===== src/rtl/usd_pkg.sv =====
// shared constants of the usb device state and default-pipe control block
// assumes a 125 MHz system clock and a 32-bit apb register port
package usd_pkg;
  // ----------------------------------------------------------------
  // timing
  // ----------------------------------------------------------------
  localparam int CLK_NS = 8;
  localparam int UFRAME_NS = 125000;
  localparam int UFRAME_CYC = UFRAME_NS / CLK_NS;
  // ----------------------------------------------------------------
  // register byte offsets
  // ----------------------------------------------------------------
  localparam logic [7:0] A_SYS = 8'h00;
  localparam logic [7:0] A_ISTS = 8'h04;
  localparam logic [7:0] A_IEN = 8'h08;
  localparam logic [7:0] A_FRM = 8'h0C;
  localparam logic [7:0] A_DCPCTL = 8'h10;
  localparam logic [7:0] A_PSEL = 8'h14;
  localparam logic [7:0] A_PCFG = 8'h18;
  localparam logic [7:0] A_PBUF = 8'h1C;
  localparam logic [7:0] A_PMAXP = 8'h20;
  localparam logic [7:0] A_PPERI = 8'h24;
  localparam logic [7:0] A_PCTL = 8'h28;
  // ----------------------------------------------------------------
  // field positions
  // ----------------------------------------------------------------
  localparam int IS_DVST = 0;
  localparam int IS_CONTROL_STAGE_IRQ = 1;
  localparam int IS_FRAME_UPDATE_IRQ = 2;
  localparam int IS_RESM = 3;
  localparam int IS_CONTROL_STAGE_FIELD = 4;
  localparam int IS_SEQUENCE_ERROR_FLAG = 7;
  localparam int IS_DEVICE_STATE_FIELD = 8;
  localparam int IE_CAUSE = 4;
  localparam int FR_LOCK = 12;
  localparam int CF_TYPE = 14;
  localparam int CF_READY_IRQ_MODE = 10;
  localparam int CF_DOUBLE_BUFFER_SELECT = 9;
  localparam int CF_CONTINUOUS_MODE_SELECT = 8;
  localparam int CF_DISABLE_ON_COMPLETION = 7;
  localparam int BF_SIZE = 10;
  localparam int PE_ISO_BUFFER_FLUSH = 12;
  localparam int PC_AUTO_RESPONSE_MODE = 10;
  localparam int PC_AUTO_BUFFER_CLEAR = 9;
  // ----------------------------------------------------------------
  // codes and reset values
  // ----------------------------------------------------------------
  localparam logic [1:0] PID_NAK = 2'h0;
  localparam logic [1:0] PID_STALL = 2'h2;
  localparam logic [1:0] TY_BULK = 2'h1;
  localparam logic [1:0] TY_INT = 2'h2;
  localparam logic [1:0] TY_ISO = 2'h3;
  localparam logic [2:0] CT_ERR = 3'h6;
  localparam logic [4:0] DCP_BUFSZ = 5'h03;
  localparam logic [4:0] SMALL_BUFSZ = 5'h00;
  localparam logic [7:0] DCP_AREA = 8'h00;
  localparam logic [7:0] SMALL_AREA = 8'h04;
  localparam logic [7:0] AREA_MIN = 8'h08;
  localparam logic [7:0] AREA_MAX = 8'h87;
  localparam logic [3:0] NPIPE = 4'hA;
endpackage : usd_pkg


===== src/rtl/usd_sof_if.sv =====
// signals between the control core and the sof lock monitor
// assumes both ends run on clk_sys
interface usd_sof_if;
  logic enable;
  logic bus_reset;
  logic suspended;
  logic hs_mode;
  logic sof_valid;
  logic sof_ok;
  logic [10:0] sof_frame;
  logic [10:0] frame;
  logic [2:0] uframe;
  logic locked;
  logic update;
  modport mon (input enable, bus_reset, suspended, hs_mode, sof_valid,
    sof_ok, sof_frame, output frame, uframe, locked, update);
  modport ctl (output enable, bus_reset, suspended, hs_mode, sof_valid,
    sof_ok, sof_frame, input frame, uframe, locked, update);
endinterface : usd_sof_if


===== src/rtl/usd_top.sv =====
// device state, default-pipe control stages, frames and pipe settings
// assumes link events come from protocol logic on clk_sys, one-cycle pulses
module usd_top #(
  parameter int UFRAME_CYC = usd_pkg::UFRAME_CYC
) (
  input wire logic clk_sys,
  input wire logic rst_n,
  input wire logic psel,
  input wire logic penable,
  input wire logic pwrite,
  input wire logic [7:0] paddr,
  input wire logic [31:0] pwdata,
  output logic [31:0] prdata,
  output logic pready,
  output logic pslverr,
  input wire logic ev_bus_reset,
  input wire logic ev_reset_done,
  input wire logic ev_suspend,
  input wire logic ev_resume,
  input wire logic ev_set_address,
  input wire logic ev_set_config,
  input wire logic config_nonzero,
  input wire logic ev_setup,
  input wire logic setup_dir_in,
  input wire logic setup_has_data,
  input wire logic tok_in,
  input wire logic tok_out,
  input wire logic tok_ping,
  input wire logic data_rx,
  input wire logic data_pid1,
  input wire logic in_data_acked,
  input wire logic out_data_acked,
  input wire logic hs_mode,
  input wire logic sof_valid,
  input wire logic sof_ok,
  input wire logic [10:0] sof_frame,
  output logic [1:0] dcp_pid,
  output logic setup_ack,
  output logic intr_req,
  output logic sof_locked
);
  import usd_pkg::*;

  typedef enum logic [2:0] {
    ST_IDLE, ST_RD_DATA, ST_RD_STAT, ST_WR_DATA, ST_WR_STAT, ST_ND_STAT,
    ST_ERR
  } usd_stage_t;

  typedef enum logic [2:0] {
    DV_POWERED, DV_DEFAULT, DV_ADDRESS, DV_CONFIG, DV_SUSPEND
  } usd_dev_t;

  typedef struct packed {
    logic pready;
    logic pslverr;
    logic [31:0] prdata;
    logic enable;
    logic [3:0] ists;
    logic [7:0] ien;
    logic sequence_error_flag;
    logic err_hold;
    logic ct_pend;
    usd_stage_t stage;
    logic moved;
    logic first;
    logic [1:0] pid;
    logic setup_ack;
    usd_dev_t dev;
    usd_dev_t saved;
    logic rst_pend;
    logic [3:0] psel;
    logic [9:0][15:0] cfg;
    logic [9:0][4:0] bsz;
    logic [9:0][7:0] area;
    logic [9:0][10:0] max_packet_size_field;
    logic [9:0][12:0] peri;
    logic [9:0][15:0] pctl;
    logic intr;
  } usd_st_t;

  usd_st_t s, next_s;
  usd_sof_if sif ();

  // ----------------------------------------------------------------
  // sof lock monitor
  // ----------------------------------------------------------------
  assign sif.enable = s.enable;
  assign sif.bus_reset = ev_bus_reset;
  assign sif.suspended = (s.dev == DV_SUSPEND);
  assign sif.hs_mode = hs_mode;
  assign sif.sof_valid = sof_valid;
  assign sif.sof_ok = sof_ok;
  assign sif.sof_frame = sof_frame;

  usd_sof_mon #(.UFRAME_CYC(UFRAME_CYC)) u_sof (
    .clk_sys(clk_sys),
    .rst_n(rst_n),
    .sof(sif)
  );

  function automatic logic [2:0] stage_code(input usd_stage_t st);
    case (st)
      ST_RD_DATA: stage_code = 3'h1;
      ST_RD_STAT: stage_code = 3'h2;
      ST_WR_DATA: stage_code = 3'h3;
      ST_WR_STAT: stage_code = 3'h4;
      ST_ND_STAT: stage_code = 3'h5;
      ST_ERR: stage_code = CT_ERR;
      default: stage_code = 3'h0;
    endcase
  endfunction : stage_code

  function automatic logic [2:0] dev_code(input usd_dev_t d);
    case (d)
      DV_DEFAULT: dev_code = 3'h1;
      DV_ADDRESS: dev_code = 3'h2;
      DV_CONFIG: dev_code = 3'h3;
      DV_SUSPEND: dev_code = 3'h4;
      default: dev_code = 3'h0;
    endcase
  endfunction : dev_code

  logic wr_en;
  logic rd_en;
  logic [3:0] p;
  logic pval;
  logic mid;
  logic bulk_ok;
  logic iso_ok;
  logic err_now;
  logic [3:0] cause;
  logic cause_set;
  logic clr_control_stage_irq;
  logic [3:0] set_vec;
  logic [3:0] clr_vec;
  logic [15:0] wcfg;
  logic [15:0] wctl;
  logic [31:0] rd;
  logic hit;
  logic [1:0] ntype;

  always_comb begin
    next_s = s;
    next_s.setup_ack = 1'b0;
    wr_en = psel && penable && s.pready && pwrite;
    rd_en = psel && penable && !s.pready;
    p = s.psel;
    pval = (p < NPIPE);
    mid = (p >= 4'h1) && (p <= 4'h5);
    bulk_ok = (p >= 4'h3) && (p <= 4'h5);
    iso_ok = 1'b0;
    err_now = 1'b0;
    cause = 4'h0;
    set_vec = 4'h0;
    clr_vec = 4'h0;
    wcfg = 16'h0000;
    wctl = 16'h0000;
    rd = 32'h0000_0000;
    hit = 1'b1;
    ntype = 2'h0;
    if (pval) begin
      ntype = s.cfg[p][CF_TYPE +: 2];
    end

    // ----------------------------------------------------------------
    // device state
    // ----------------------------------------------------------------
    if (ev_bus_reset) begin
      next_s.rst_pend = 1'b1;
      next_s.stage = ST_IDLE;
    end else if (ev_reset_done && s.rst_pend) begin
      next_s.rst_pend = 1'b0;
      next_s.dev = DV_DEFAULT;
      set_vec[IS_DVST] = 1'b1;
    end else if (ev_suspend && s.dev != DV_SUSPEND) begin
      next_s.saved = s.dev;
      next_s.dev = DV_SUSPEND;
      set_vec[IS_DVST] = 1'b1;
    end else if (ev_resume && s.dev == DV_SUSPEND) begin
      next_s.dev = s.saved;
      set_vec[IS_RESM] = 1'b1;
    end else if (ev_set_address && s.dev == DV_DEFAULT) begin
      next_s.dev = DV_ADDRESS;
      set_vec[IS_DVST] = 1'b1;
    end else if (ev_set_config && s.dev != DV_SUSPEND &&
                 s.dev != DV_POWERED) begin
      next_s.dev = config_nonzero ? DV_CONFIG : DV_ADDRESS;
      set_vec[IS_DVST] = 1'b1;
    end

    // ----------------------------------------------------------------
    // control transfer stages
    // ----------------------------------------------------------------
    // cause bits: 0 setup done, 1 status stage, 2 end, 3 error
    if (ev_setup) begin
      next_s.setup_ack = 1'b1;
      next_s.pid = PID_NAK;
      next_s.moved = 1'b0;
      next_s.first = 1'b1;
      cause[0] = 1'b1;
      if (!setup_has_data) begin
        next_s.stage = ST_ND_STAT;
      end else if (setup_dir_in) begin
        next_s.stage = ST_RD_DATA;
      end else begin
        next_s.stage = ST_WR_DATA;
      end
    end else begin
      case (s.stage)
        ST_RD_DATA: begin
          if (in_data_acked) begin
            next_s.moved = 1'b1;
          end else if (tok_out || tok_ping) begin
            if (!s.moved) begin
              err_now = 1'b1;
            end else begin
              next_s.stage = ST_RD_STAT;
              cause[1] = 1'b1;
            end
          end
        end
        ST_RD_STAT: begin
          if (tok_in) begin
            err_now = 1'b1;
          end else if (data_rx && !data_pid1) begin
            err_now = 1'b1;
          end else if (data_rx) begin
            // any length is accepted here and completes the transfer
            next_s.stage = ST_IDLE;
            cause[2] = 1'b1;
          end
        end
        ST_WR_DATA: begin
          // received length is never compared with the request length
          if (data_rx && s.first && !data_pid1) begin
            err_now = 1'b1;
          end else if (data_rx) begin
            next_s.first = 1'b0;
          end
          if (out_data_acked) begin
            next_s.moved = 1'b1;
          end else if (tok_in) begin
            if (!s.moved) begin
              err_now = 1'b1;
            end else begin
              next_s.stage = ST_WR_STAT;
              cause[1] = 1'b1;
            end
          end
        end
        ST_WR_STAT, ST_ND_STAT: begin
          if (tok_out || tok_ping) begin
            err_now = 1'b1;
          end else if (in_data_acked) begin
            next_s.stage = ST_IDLE;
            cause[2] = 1'b1;
          end
        end
        default: begin
        end
      endcase
    end
    if (err_now) begin
      next_s.stage = ST_ERR;
      next_s.pid = PID_STALL;
      next_s.sequence_error_flag = 1'b1;
      cause = 4'h8;
    end
    cause_set = |(cause & s.ien[IE_CAUSE +: 4]);
    clr_control_stage_irq = wr_en && paddr == A_ISTS && !pwdata[IS_CONTROL_STAGE_IRQ];
    // error code is held and later causes wait for the software clear
    if (err_now) begin
      next_s.err_hold = 1'b1;
      set_vec[IS_CONTROL_STAGE_IRQ] = 1'b1;
      next_s.ct_pend = 1'b0;
    end else if (s.err_hold && !clr_control_stage_irq) begin
      next_s.ct_pend = s.ct_pend || cause_set;
    end else if (s.err_hold) begin
      next_s.err_hold = 1'b0;
      next_s.sequence_error_flag = 1'b0;
      next_s.ct_pend = 1'b0;
      set_vec[IS_CONTROL_STAGE_IRQ] = s.ct_pend || cause_set;
    end else begin
      set_vec[IS_CONTROL_STAGE_IRQ] = cause_set;
    end
    set_vec[IS_FRAME_UPDATE_IRQ] = sif.update;

    // ----------------------------------------------------------------
    // apb writes
    // ----------------------------------------------------------------
    if (wr_en) begin
      if (paddr == A_SYS) begin
        next_s.enable = pwdata[0];
      end else if (paddr == A_ISTS) begin
        clr_vec = ~pwdata[3:0];
      end else if (paddr == A_IEN) begin
        next_s.ien = pwdata[7:0];
      end else if (paddr == A_DCPCTL) begin
        next_s.pid = pwdata[1:0];
      end else if (paddr == A_PSEL) begin
        next_s.psel = pwdata[3:0];
      end else if (pval && paddr == A_PCFG && mid) begin
        wcfg = pwdata[15:0];
        // continuous mode is only offered where software can size the
        // buffer as whole packets; sizing it so stays software's job
        bulk_ok = wcfg[CF_TYPE +: 2] == TY_BULK;
        wcfg[CF_CONTINUOUS_MODE_SELECT] = wcfg[CF_CONTINUOUS_MODE_SELECT] && (p >= 4'h3 || bulk_ok);
        wcfg[CF_DISABLE_ON_COMPLETION] = wcfg[CF_DISABLE_ON_COMPLETION] && (p >= 4'h3 || bulk_ok);
        next_s.cfg[p] = wcfg;
        if (p <= 4'h2 && wcfg[CF_TYPE +: 2] != TY_ISO) begin
          next_s.peri[p] = 13'h0000;
        end
      end else if (pval && paddr == A_PCFG && p == 4'h0) begin
        next_s.cfg[0][CF_DISABLE_ON_COMPLETION] = pwdata[CF_DISABLE_ON_COMPLETION];
      end else if (pval && paddr == A_PCFG) begin
        next_s.cfg[p][3:0] = pwdata[3:0];
      end else if (pval && paddr == A_PBUF && mid) begin
        next_s.bsz[p] = pwdata[BF_SIZE +: 5];
        if (pwdata[7:0] >= AREA_MIN && pwdata[7:0] <= AREA_MAX) begin
          next_s.area[p] = pwdata[7:0];
        end
      end else if (pval && paddr == A_PMAXP) begin
        next_s.max_packet_size_field[p] = pwdata[10:0];
      end else if (pval && paddr == A_PPERI) begin
        iso_ok = p >= 4'h1 && p <= 4'h2 && ntype == TY_ISO;
        if (iso_ok) begin
          next_s.peri[p] = pwdata[12:0];
        end
      end else if (pval && paddr == A_PCTL) begin
        wctl = pwdata[15:0];
        wctl[PC_AUTO_RESPONSE_MODE] = wctl[PC_AUTO_RESPONSE_MODE] && mid;
        next_s.pctl[p] = wctl;
      end
    end
    next_s.ists = (s.ists & ~clr_vec) | set_vec;

    // ----------------------------------------------------------------
    // apb reads, one wait state so the answer comes from flops
    // ----------------------------------------------------------------
    if (paddr == A_SYS) begin
      rd[0] = s.enable;
    end else if (paddr == A_ISTS) begin
      rd[3:0] = s.ists;
      rd[IS_CONTROL_STAGE_FIELD +: 3] = s.err_hold ? CT_ERR : stage_code(s.stage);
      rd[IS_SEQUENCE_ERROR_FLAG] = s.sequence_error_flag;
      rd[IS_DEVICE_STATE_FIELD +: 3] = dev_code(s.dev);
    end else if (paddr == A_IEN) begin
      rd[7:0] = s.ien;
    end else if (paddr == A_FRM) begin
      rd[10:0] = sif.frame;
      rd[FR_LOCK] = sif.locked;
    end else if (paddr == A_DCPCTL) begin
      rd[1:0] = s.pid;
    end else if (paddr == A_PSEL) begin
      rd[3:0] = s.psel;
    end else if (paddr == A_PCFG) begin
      if (pval) begin
        rd[15:0] = s.cfg[p];
      end
    end else if (paddr == A_PBUF) begin
      if (p == 4'h0) begin
        rd[BF_SIZE +: 5] = DCP_BUFSZ;
        rd[7:0] = DCP_AREA;
      end else if (mid) begin
        rd[BF_SIZE +: 5] = s.bsz[p];
        rd[7:0] = s.area[p];
      end else if (pval) begin
        rd[BF_SIZE +: 5] = SMALL_BUFSZ;
        rd[7:0] = SMALL_AREA + {4'h0, p} - 8'h06;
      end
    end else if (paddr == A_PMAXP) begin
      if (pval) begin
        rd[10:0] = s.max_packet_size_field[p];
      end
    end else if (paddr == A_PPERI) begin
      if (pval) begin
        rd[12:0] = s.peri[p];
      end
    end else if (paddr == A_PCTL) begin
      if (pval) begin
        rd[15:0] = s.pctl[p];
      end
    end else begin
      hit = 1'b0;
    end
    if (rd_en) begin
      next_s.prdata = rd;
      next_s.pslverr = !hit;
      next_s.pready = 1'b1;
    end else begin
      next_s.pready = 1'b0;
      next_s.pslverr = 1'b0;
    end
    // masks gate the sticky status onto the request line
    next_s.intr = |(next_s.ists & s.ien[3:0]);
  end

  // ----------------------------------------------------------------
  // state register
  // ----------------------------------------------------------------
  always_ff @(posedge clk_sys or negedge rst_n) begin
    if (!rst_n) begin
      s <= '0;
    end else begin
      s <= next_s;
    end
  end

  assign prdata = s.prdata;
  assign pready = s.pready;
  assign pslverr = s.pslverr;
  assign dcp_pid = s.pid;
  assign setup_ack = s.setup_ack;
  assign intr_req = s.intr;
  assign sof_locked = sif.locked;
endmodule : usd_top


===== src/rtl/usd_sof_mon.sv =====
// frame number tracking and microframe sof lock monitor
// assumes sof events arrive as one-cycle pulses on clk_sys
module usd_sof_mon #(
  parameter int UFRAME_CYC = usd_pkg::UFRAME_CYC
) (
  input wire logic clk_sys,
  input wire logic rst_n,
  usd_sof_if.mon sof
);
  import usd_pkg::*;

  localparam logic [13:0] TMAX = 14'(UFRAME_CYC - 1);

  typedef struct packed {
    logic have;
    logic locked;
    logic [10:0] last;
    logic [10:0] frame;
    logic [2:0] uframe;
    logic update;
    logic [13:0] tmr;
  } usd_sof_st_t;

  usd_sof_st_t s, next_s;
  logic stop;
  logic good;

  always_comb begin
    next_s = s;
    next_s.update = 1'b0;
    stop = !sof.enable || sof.bus_reset || sof.suspended;
    good = sof.sof_valid && sof.sof_ok;
    if (stop) begin
      next_s.have = 1'b0;
      next_s.locked = 1'b0;
      next_s.tmr = '0;
    end else if (good && !sof.hs_mode) begin
      next_s.frame = sof.sof_frame;
      next_s.update = 1'b1;
    end else if (good) begin
      next_s.tmr = '0;
      next_s.have = 1'b1;
      next_s.last = sof.sof_frame;
      if (s.have && sof.sof_frame != s.last) begin
        next_s.locked = 1'b1;
      end
      next_s.uframe = (sof.sof_frame != s.last) ? 3'h0 : s.uframe + 3'h1;
      if (next_s.locked && sof.sof_frame != s.frame) begin
        next_s.frame = sof.sof_frame;
        next_s.update = 1'b1;
      end
    end else if (sof.hs_mode && s.locked) begin
      // a missed microframe sof is interpolated only once locked
      if (s.tmr == TMAX) begin
        next_s.tmr = '0;
        next_s.uframe = s.uframe + 3'h1;
        if (s.uframe == 3'h7) begin
          next_s.frame = s.frame + 11'h001;
          next_s.update = 1'b1;
        end
      end else begin
        next_s.tmr = s.tmr + 14'h0001;
      end
    end
  end

  always_ff @(posedge clk_sys or negedge rst_n) begin
    if (!rst_n) begin
      s <= '0;
    end else begin
      s <= next_s;
    end
  end

  assign sof.frame = s.frame;
  assign sof.uframe = s.uframe;
  assign sof.locked = s.locked;
  assign sof.update = s.update;
endmodule : usd_sof_mon


===== config.mk =====
export PLATFORM = sky130hd
export DESIGN_NAME = usd_top
export DESIGN_NICKNAME = d
export VERILOG_FILES = /design/src/rtl/usd_pkg.sv /design/src/rtl/usd_sof_if.sv /design/src/rtl/usd_top.sv /design/src/rtl/usd_sof_mon.sv
export SDC_FILE = /design/constraint.sdc
export NUM_CORES = 1
export LEC_CHECK = 0
export ABC_AREA = 1
export BUFFER_PORTS_ARGS = -buffer_cell sky130_fd_sc_hd__buf_2
export CORE_UTILIZATION = 45
export CTS_CLUSTER_DIAMETER = 40
export DETAILED_ROUTE_END_ITERATION = 8
export SLEW_MARGIN = 40
export SYNTH_ARGS = -nofsm -noshare
export SYNTH_HDL_FRONTEND = slang
export SYNTH_HIERARCHICAL = 1
export SYNTH_SLANG_ARGS = --single-unit

===== constraint.sdc =====
create_clock -name clk_sys -period 2.9 [get_ports clk_sys]
set_input_delay 0.29 -clock clk_sys [delete_from_list [all_inputs] [get_ports clk_sys]]
set_output_delay 0.29 -clock clk_sys [all_outputs]
set_load 0.05 [all_outputs]

==> results_dict.tcl, run 1 <==
set metrics [dict create \
    grt_pass1_vias 25500 \
    fmax_mhz 364 \
    drt_iter0_markers 2699 \
    hold_viol_final 0 \
    clock_path_buffers 3 \
    wirelength_um 100000 \
    seqPwrFrac_pct 40.5 \
    sw_frac_of_total_pct 23.8 \
    maxCapViolCount 0 \
    slew_headroom_pct 41.9 \
    status "finished, final reports clean" \
    post_cts_buffers 0 \
    crit_buf_inv 1 \
    place_inst 4594 \
    syn_inst 3789 \
    rows 98 \
    io_buffer_count 82 \
    fp.dieW_um 271 \
    antenna_left 0 \
    slew_violations 0 \
    final.setup.tns_ns 0 \
    wl_per_cell_um 20.7 \
    via_count 26400 \
    min_path_type "input pin to flop" \
    first_pass_iters 5 \
    clock_latency_ns 0.68 \
    path_clk_slew_ns 0.05 \
    fin_cells 4835 \
    cts_root_buffer "clkbuf_16" \
    grt_max_degree 97 \
    numCtsBuffers 109 \
    gr-total-overflow 0 \
    cp_cell_sequence "inv_2 -> nor2_4 -> a22oi_1 -> nand2_1 -> nand2_1 -> nand3_1 -> nand3_1 -> o21ai_4 -> nand3_4 -> nor2_2 -> nand2_1 -> nand2_1" \
    finalNetCount 3873 \
    area_growth_pct 17.7 \
    p_comb_share_pct 3.7 \
    fin_area_um2 38400 \
    crit_type "flop to flop" \
    num_antenna_cells 0 \
    synth_warnings 6 \
    cp.arrival_ns 3.35 \
    grt_usage_pct 27.6 \
    switchingPower_mw 6.01 \
    start_util_pct 45.6 \
    cts_tree "built" \
    die_h_um 271 \
    cellPowerDensity_nw_per_um2 658 \
    placed_cell_area_um2 34100 \
    cts_sinks 725 \
    final_cell_mix "nand2_1, dfrtp_1, o21ai_0" \
    pre_cts_ws_ns -0.00232 \
    antenna_found_initial 0 \
    min_period_over_period_pct 94.8 \
    ir_worst_vdd_v 0.000507 \
    crit_fanout 18 \
    syn_area_um2 32600 \
    timing.final.ws_setup_ns 0.149 \
    clockPowerShare_pct 55.7 \
    place_hpwl_um 66500 \
    drive_gt1_share_pct 13.7 \
    dieArea_um2 73600 \
    skew_ns 0.0356 \
    endpoint_kind "flop" \
    crit_family "simple AND/OR/NAND/NOR gates" \
    path_common_cell "nand2_1" \
    vias_per_cell 5.45 \
    crit_required_ns 3.50 \
    gp_congestion 0.907 \
    fin_crit_ns 2.75 \
    ios 115 \
    synth.avg_cell_area_um2 8.61 \
    final_common_cell "nand2_1" \
    p_leak_nw 18.4 \
    final_util_pct 53.6 \
    critPathLaunchType "flop" \
    cpMaxStageDelayCell "dfrtp_2" \
    finalSetupViolCount 0 \
    tightest_slew_ns 0.870 \
    grt_pass1_wl_um 157000 \
    core_um2 71600 \
    internal_power_mw 19.3 \
    drc 0 \
    htree_levels 3 \
    cp_slowest_stage_delay_ns 0.62 \
]
[power groups by stage]
stage / clock network [mW] / logic (mW) / registers, mW
2_1_floorplan: 0 / 0.411 / 10.4
3_3_place_gp: 0 / 0.906 / 10.4
3_5_place_dp: 0 / 0.907 / 10.4
4_1_cts: 14.2 / 0.952 / 10.2
5_1_grt: 14.7 / 1.04 / 10.2
6_report: 14.1 / 0.944 / 10.2
[registers in the layout (all words and copies together), names as in the netlist, 2 cells and up]
register          flops
prdata               16
u_sof/sof.uframe      3
dcp_pid               2
s                   656
p                     4
u_sof/s              26
u_sof/sof.frame      11
[routing by layer]
metal,share of wire [%],global-route usage (%)
met5,0,0
met4,3.7,10.5
met3,6.5,4.73
met2,44,41.3
met1,46,40.0
[worst min-delay path, cell delays in order]
cell,delay [ns]
buf_2,0.10
nand2_1,0.07
a21oi_1,0.06
nand2_1,0.06
o21ai_0,0.08
[final cells by class]
cell class	instances	area (um2)
clock buffer	133	2990
clock inverter	74	1000
fill	6559	33200
inverter	194	736
multi-input combinational	2490	12000
sequential	725	18100
tap	950	1190
timing repair buffer	269	2300
[path summary, 6_finish.rpt]
path | slack [ns] | to | depth (start not counted) | start
max in group asynchronous | 1.80 | p[1] | 4 | rst_n
worst max-delay path | 0.15 | s[188] | 12 | p[0]
worst min-delay path | 0.03 | s[701] | 5 | ev_suspend
worst max register to register | 0.15 | s[188] | 12 | p[0]
min in group asynchronous | 0.16 | s[269] | 2 | rst_n
worst min register to register | 0.37 | s[200] | 0 | s[200]
[per-stage QoR]
step | total power, mW | hold slack (ns)
2_1_floorplan | 10.8 | -0.00559
3_3_place_gp | 11.3 | 0.283
3_5_place_dp | 11.3 | 0.282
4_1_cts | 25.4 | 0.00944
5_1_grt | 26.0 | 0.0201
6_report | 25.3 | 0.0295
[what timing repair did]
| item | 4_1_cts | 5_1_grt |
|---|---|---|
| setup endpoints to repair | 0 | 26 |
| resized for setup | 0 | 2 |
| hold buffers | 34 | 0 |
| hold endpoints to repair | 131 | 0 |
Power figures use the tool's default switching activity.
==> run 2: changes to the inputs <==
Settings changed: CORE_MARGIN set to 8.
==> run 2 against run 1 <==
Register-to-register slack improved by 0.05 ns. Highest routed layer unchanged. Combinational power is 1% lower. Global-route usage is 3.0 points lower. Flip-flop and latch count did not move.
==> results_dict.tcl, run 2 (synthesis gave the netlist of run 1 again) <==
set metrics [dict create \
    wirelength_um 101000 \
    min_path_type "input pin to flop" \
    reg2regPathDepth 17 \
    top_register "s" \
    slew_headroom_pct 46.1 \
    crit_required_ns 3.49 \
    critPathLaunchType "flop" \
    rows 98 \
    hold_viol_final 0 \
    antenna_found_initial 1 \
    gp_congestion 0.917 \
    crit_family "simple AND/OR/NAND/NOR gates" \
    drt_iter0_markers 2647 \
    crit_buf_inv 4 \
    slew_violations 0 \
    drive_gt1_share_pct 13.6 \
    fin_crit_ns 2.70 \
    antenna_left 0 \
    numCtsBuffers 113 \
    grt_pass1_wl_um 158000 \
    hold_end "u_sof/sof.uframe[0]" \
    cp_cell_sequence "buf_12 -> inv_4 -> nor2_4 -> buf_4 -> nand2_1 -> nand3_1 -> nand2_1 -> nand3_1 -> nand2_1 -> nand2_1 -> o21ai_0 -> buf_4 -> nand2_1 -> nand2_1 -> nand3_1 -> nand2_1 -> nand2_1" \
    largest_reg_flops 656 \
    via_count 26400 \
    hold_start "hs_mode" \
    cpMaxStageDelayCell "buf_4" \
    r2r_start "p[1]" \
    tightest_slew_ns 0.807 \
    fmax_mhz 370 \
    area_growth_pct 17.4 \
    whs_ns 0.0362 \
    path_clk_slew_ns 0.06 \
    fp.dieW_um 285 \
    grt_max_degree 131 \
    final_common_cell "nand2_1" \
    grt_pass1_vias 25900 \
    min_path_cells 5 \
    min_period_over_period_pct 93.1 \
    die_h_um 285 \
    cts_root_buffer "clkbuf_16" \
    final.setup.tns_ns 0 \
    status "finished, final reports clean" \
    gr-total-overflow 0 \
    r2r_end "prdata[3]" \
    crit_fanout 24 \
    first_pass_iters 6 \
    grt_usage_pct 24.5 \
    cp_slowest_stage_delay_ns 0.41 \
    cts_tree "built" \
    crit_type "flop to flop" \
    cp.arrival_ns 3.29 \
    htree_levels 3 \
    place_hpwl_um 66300 \
    endpoint_kind "flop" \
    cellPowerDensity_nw_per_um2 659 \
    cts_sinks 725 \
    io_buffer_count 82 \
    core_um2 71600 \
    maxCapViolCount 0 \
    dieArea_um2 81400 \
    finalSetupViolCount 0 \
    path_common_cell "nand2_1" \
    finalNetCount 3865 \
    start_util_pct 45.6 \
    regToRegSetupSlack_ns 0.20 \
    ir_worst_vdd_v 0.000581 \
    p_leak_nw 18.3 \
    final_util_pct 53.5 \
    drc 0 \
    wl_per_cell_um 20.9 \
    clock_path_buffers 3 \
    final_cell_mix "nand2_1, dfrtp_1, o21ai_0" \
    ios 115 \
    rsz0062_at_grt "false" \
    clock_latency_ns 0.67 \
    skew_ns 0.0238 \
    vias_per_cell 5.46 \
]
-- run 2: how the worst max path moves through the flow --
stage	from	endpoint	slack [ns]	cells past startpoint
final	p[1]	prdata[3]	0.20	17
after global routing	p[1]	prdata[11]	0.05	12
after CTS	p[1]	s[174]	0.12	14
after detailed placement	p[1]	s[185]	0.11	14
after global placement	p[0]	s[176]	0.15	13
after floorplan	pready	s[181]	0.66	9
-- run 2: where the power goes --
group / total, mW / leakage [nW] / internal [mW] / switching [mW]
Clock: 14.0 / 1.94 / 8.89 / 5.16
Sequential: 10.2 / 9.92 / 10.2 / 0.0543
Combinational: 0.930 / 6.41 / 0.221 / 0.709
Total: 25.2 / 18.3 / 19.3 / 5.92
-- run 2: cell type report --
cell class              count  area (um2)
fillers                  6601       33300
flip-flops and latches    725       18100
multi-input cells        2490       12000
clock buffers             139        3130
repair buffers            257        2190
well taps                 950        1190
clock inverters            73         853
inverters                 194         738
diodes                      2        5.00
-- run 2: through the flow --
step,power (mW),instances,instance area [um2],setup slack (ns)
floorplan,10.8,3804,32700,0.664
CTS,25.4,4828,38300,0.121
detailed placement,11.3,4584,34000,0.109
global route,26.0,4829,38300,0.0535
finish,25.2,4830,38300,0.199
global placement,11.3,4584,34000,0.148
-- run 2: worst reg2reg max path, cell delays in order, from the launching register on --
cell     delay (ns)
dfrtp_1        0.40
buf_12         0.21
inv_4          0.09
nor2_4         0.36
buf_4          0.41
nand2_1        0.11
nand3_1        0.10
nand2_1        0.07
nand3_1        0.16
nand2_1        0.07
nand2_1        0.06
o21ai_0        0.10
buf_4          0.15
nand2_1        0.06
nand2_1        0.09
nand3_1        0.09
nand2_1        0.05
nand2_1        0.05
-- run 2: repair_timing --
action | 4_1_cts | 5_1_grt
setup endpoints to repair | 0 | 8
endpoints found under the hold margin | 462 | 0
hold buffers | 32 | 0
setup buffers | 0 | 0
resized for setup | 0 | 2
-- run 2: metal layers --
layer / track usage, % / up-vias / share of wire (%)
met4: 9.40 / 0 / 3.9
met1: 34.8 / 12800 / 45
li1: - / 12400 / -
met5: 0 / - / 0
met2: 37.8 / 923 / 45
met3: 3.85 / 196 / 6.3
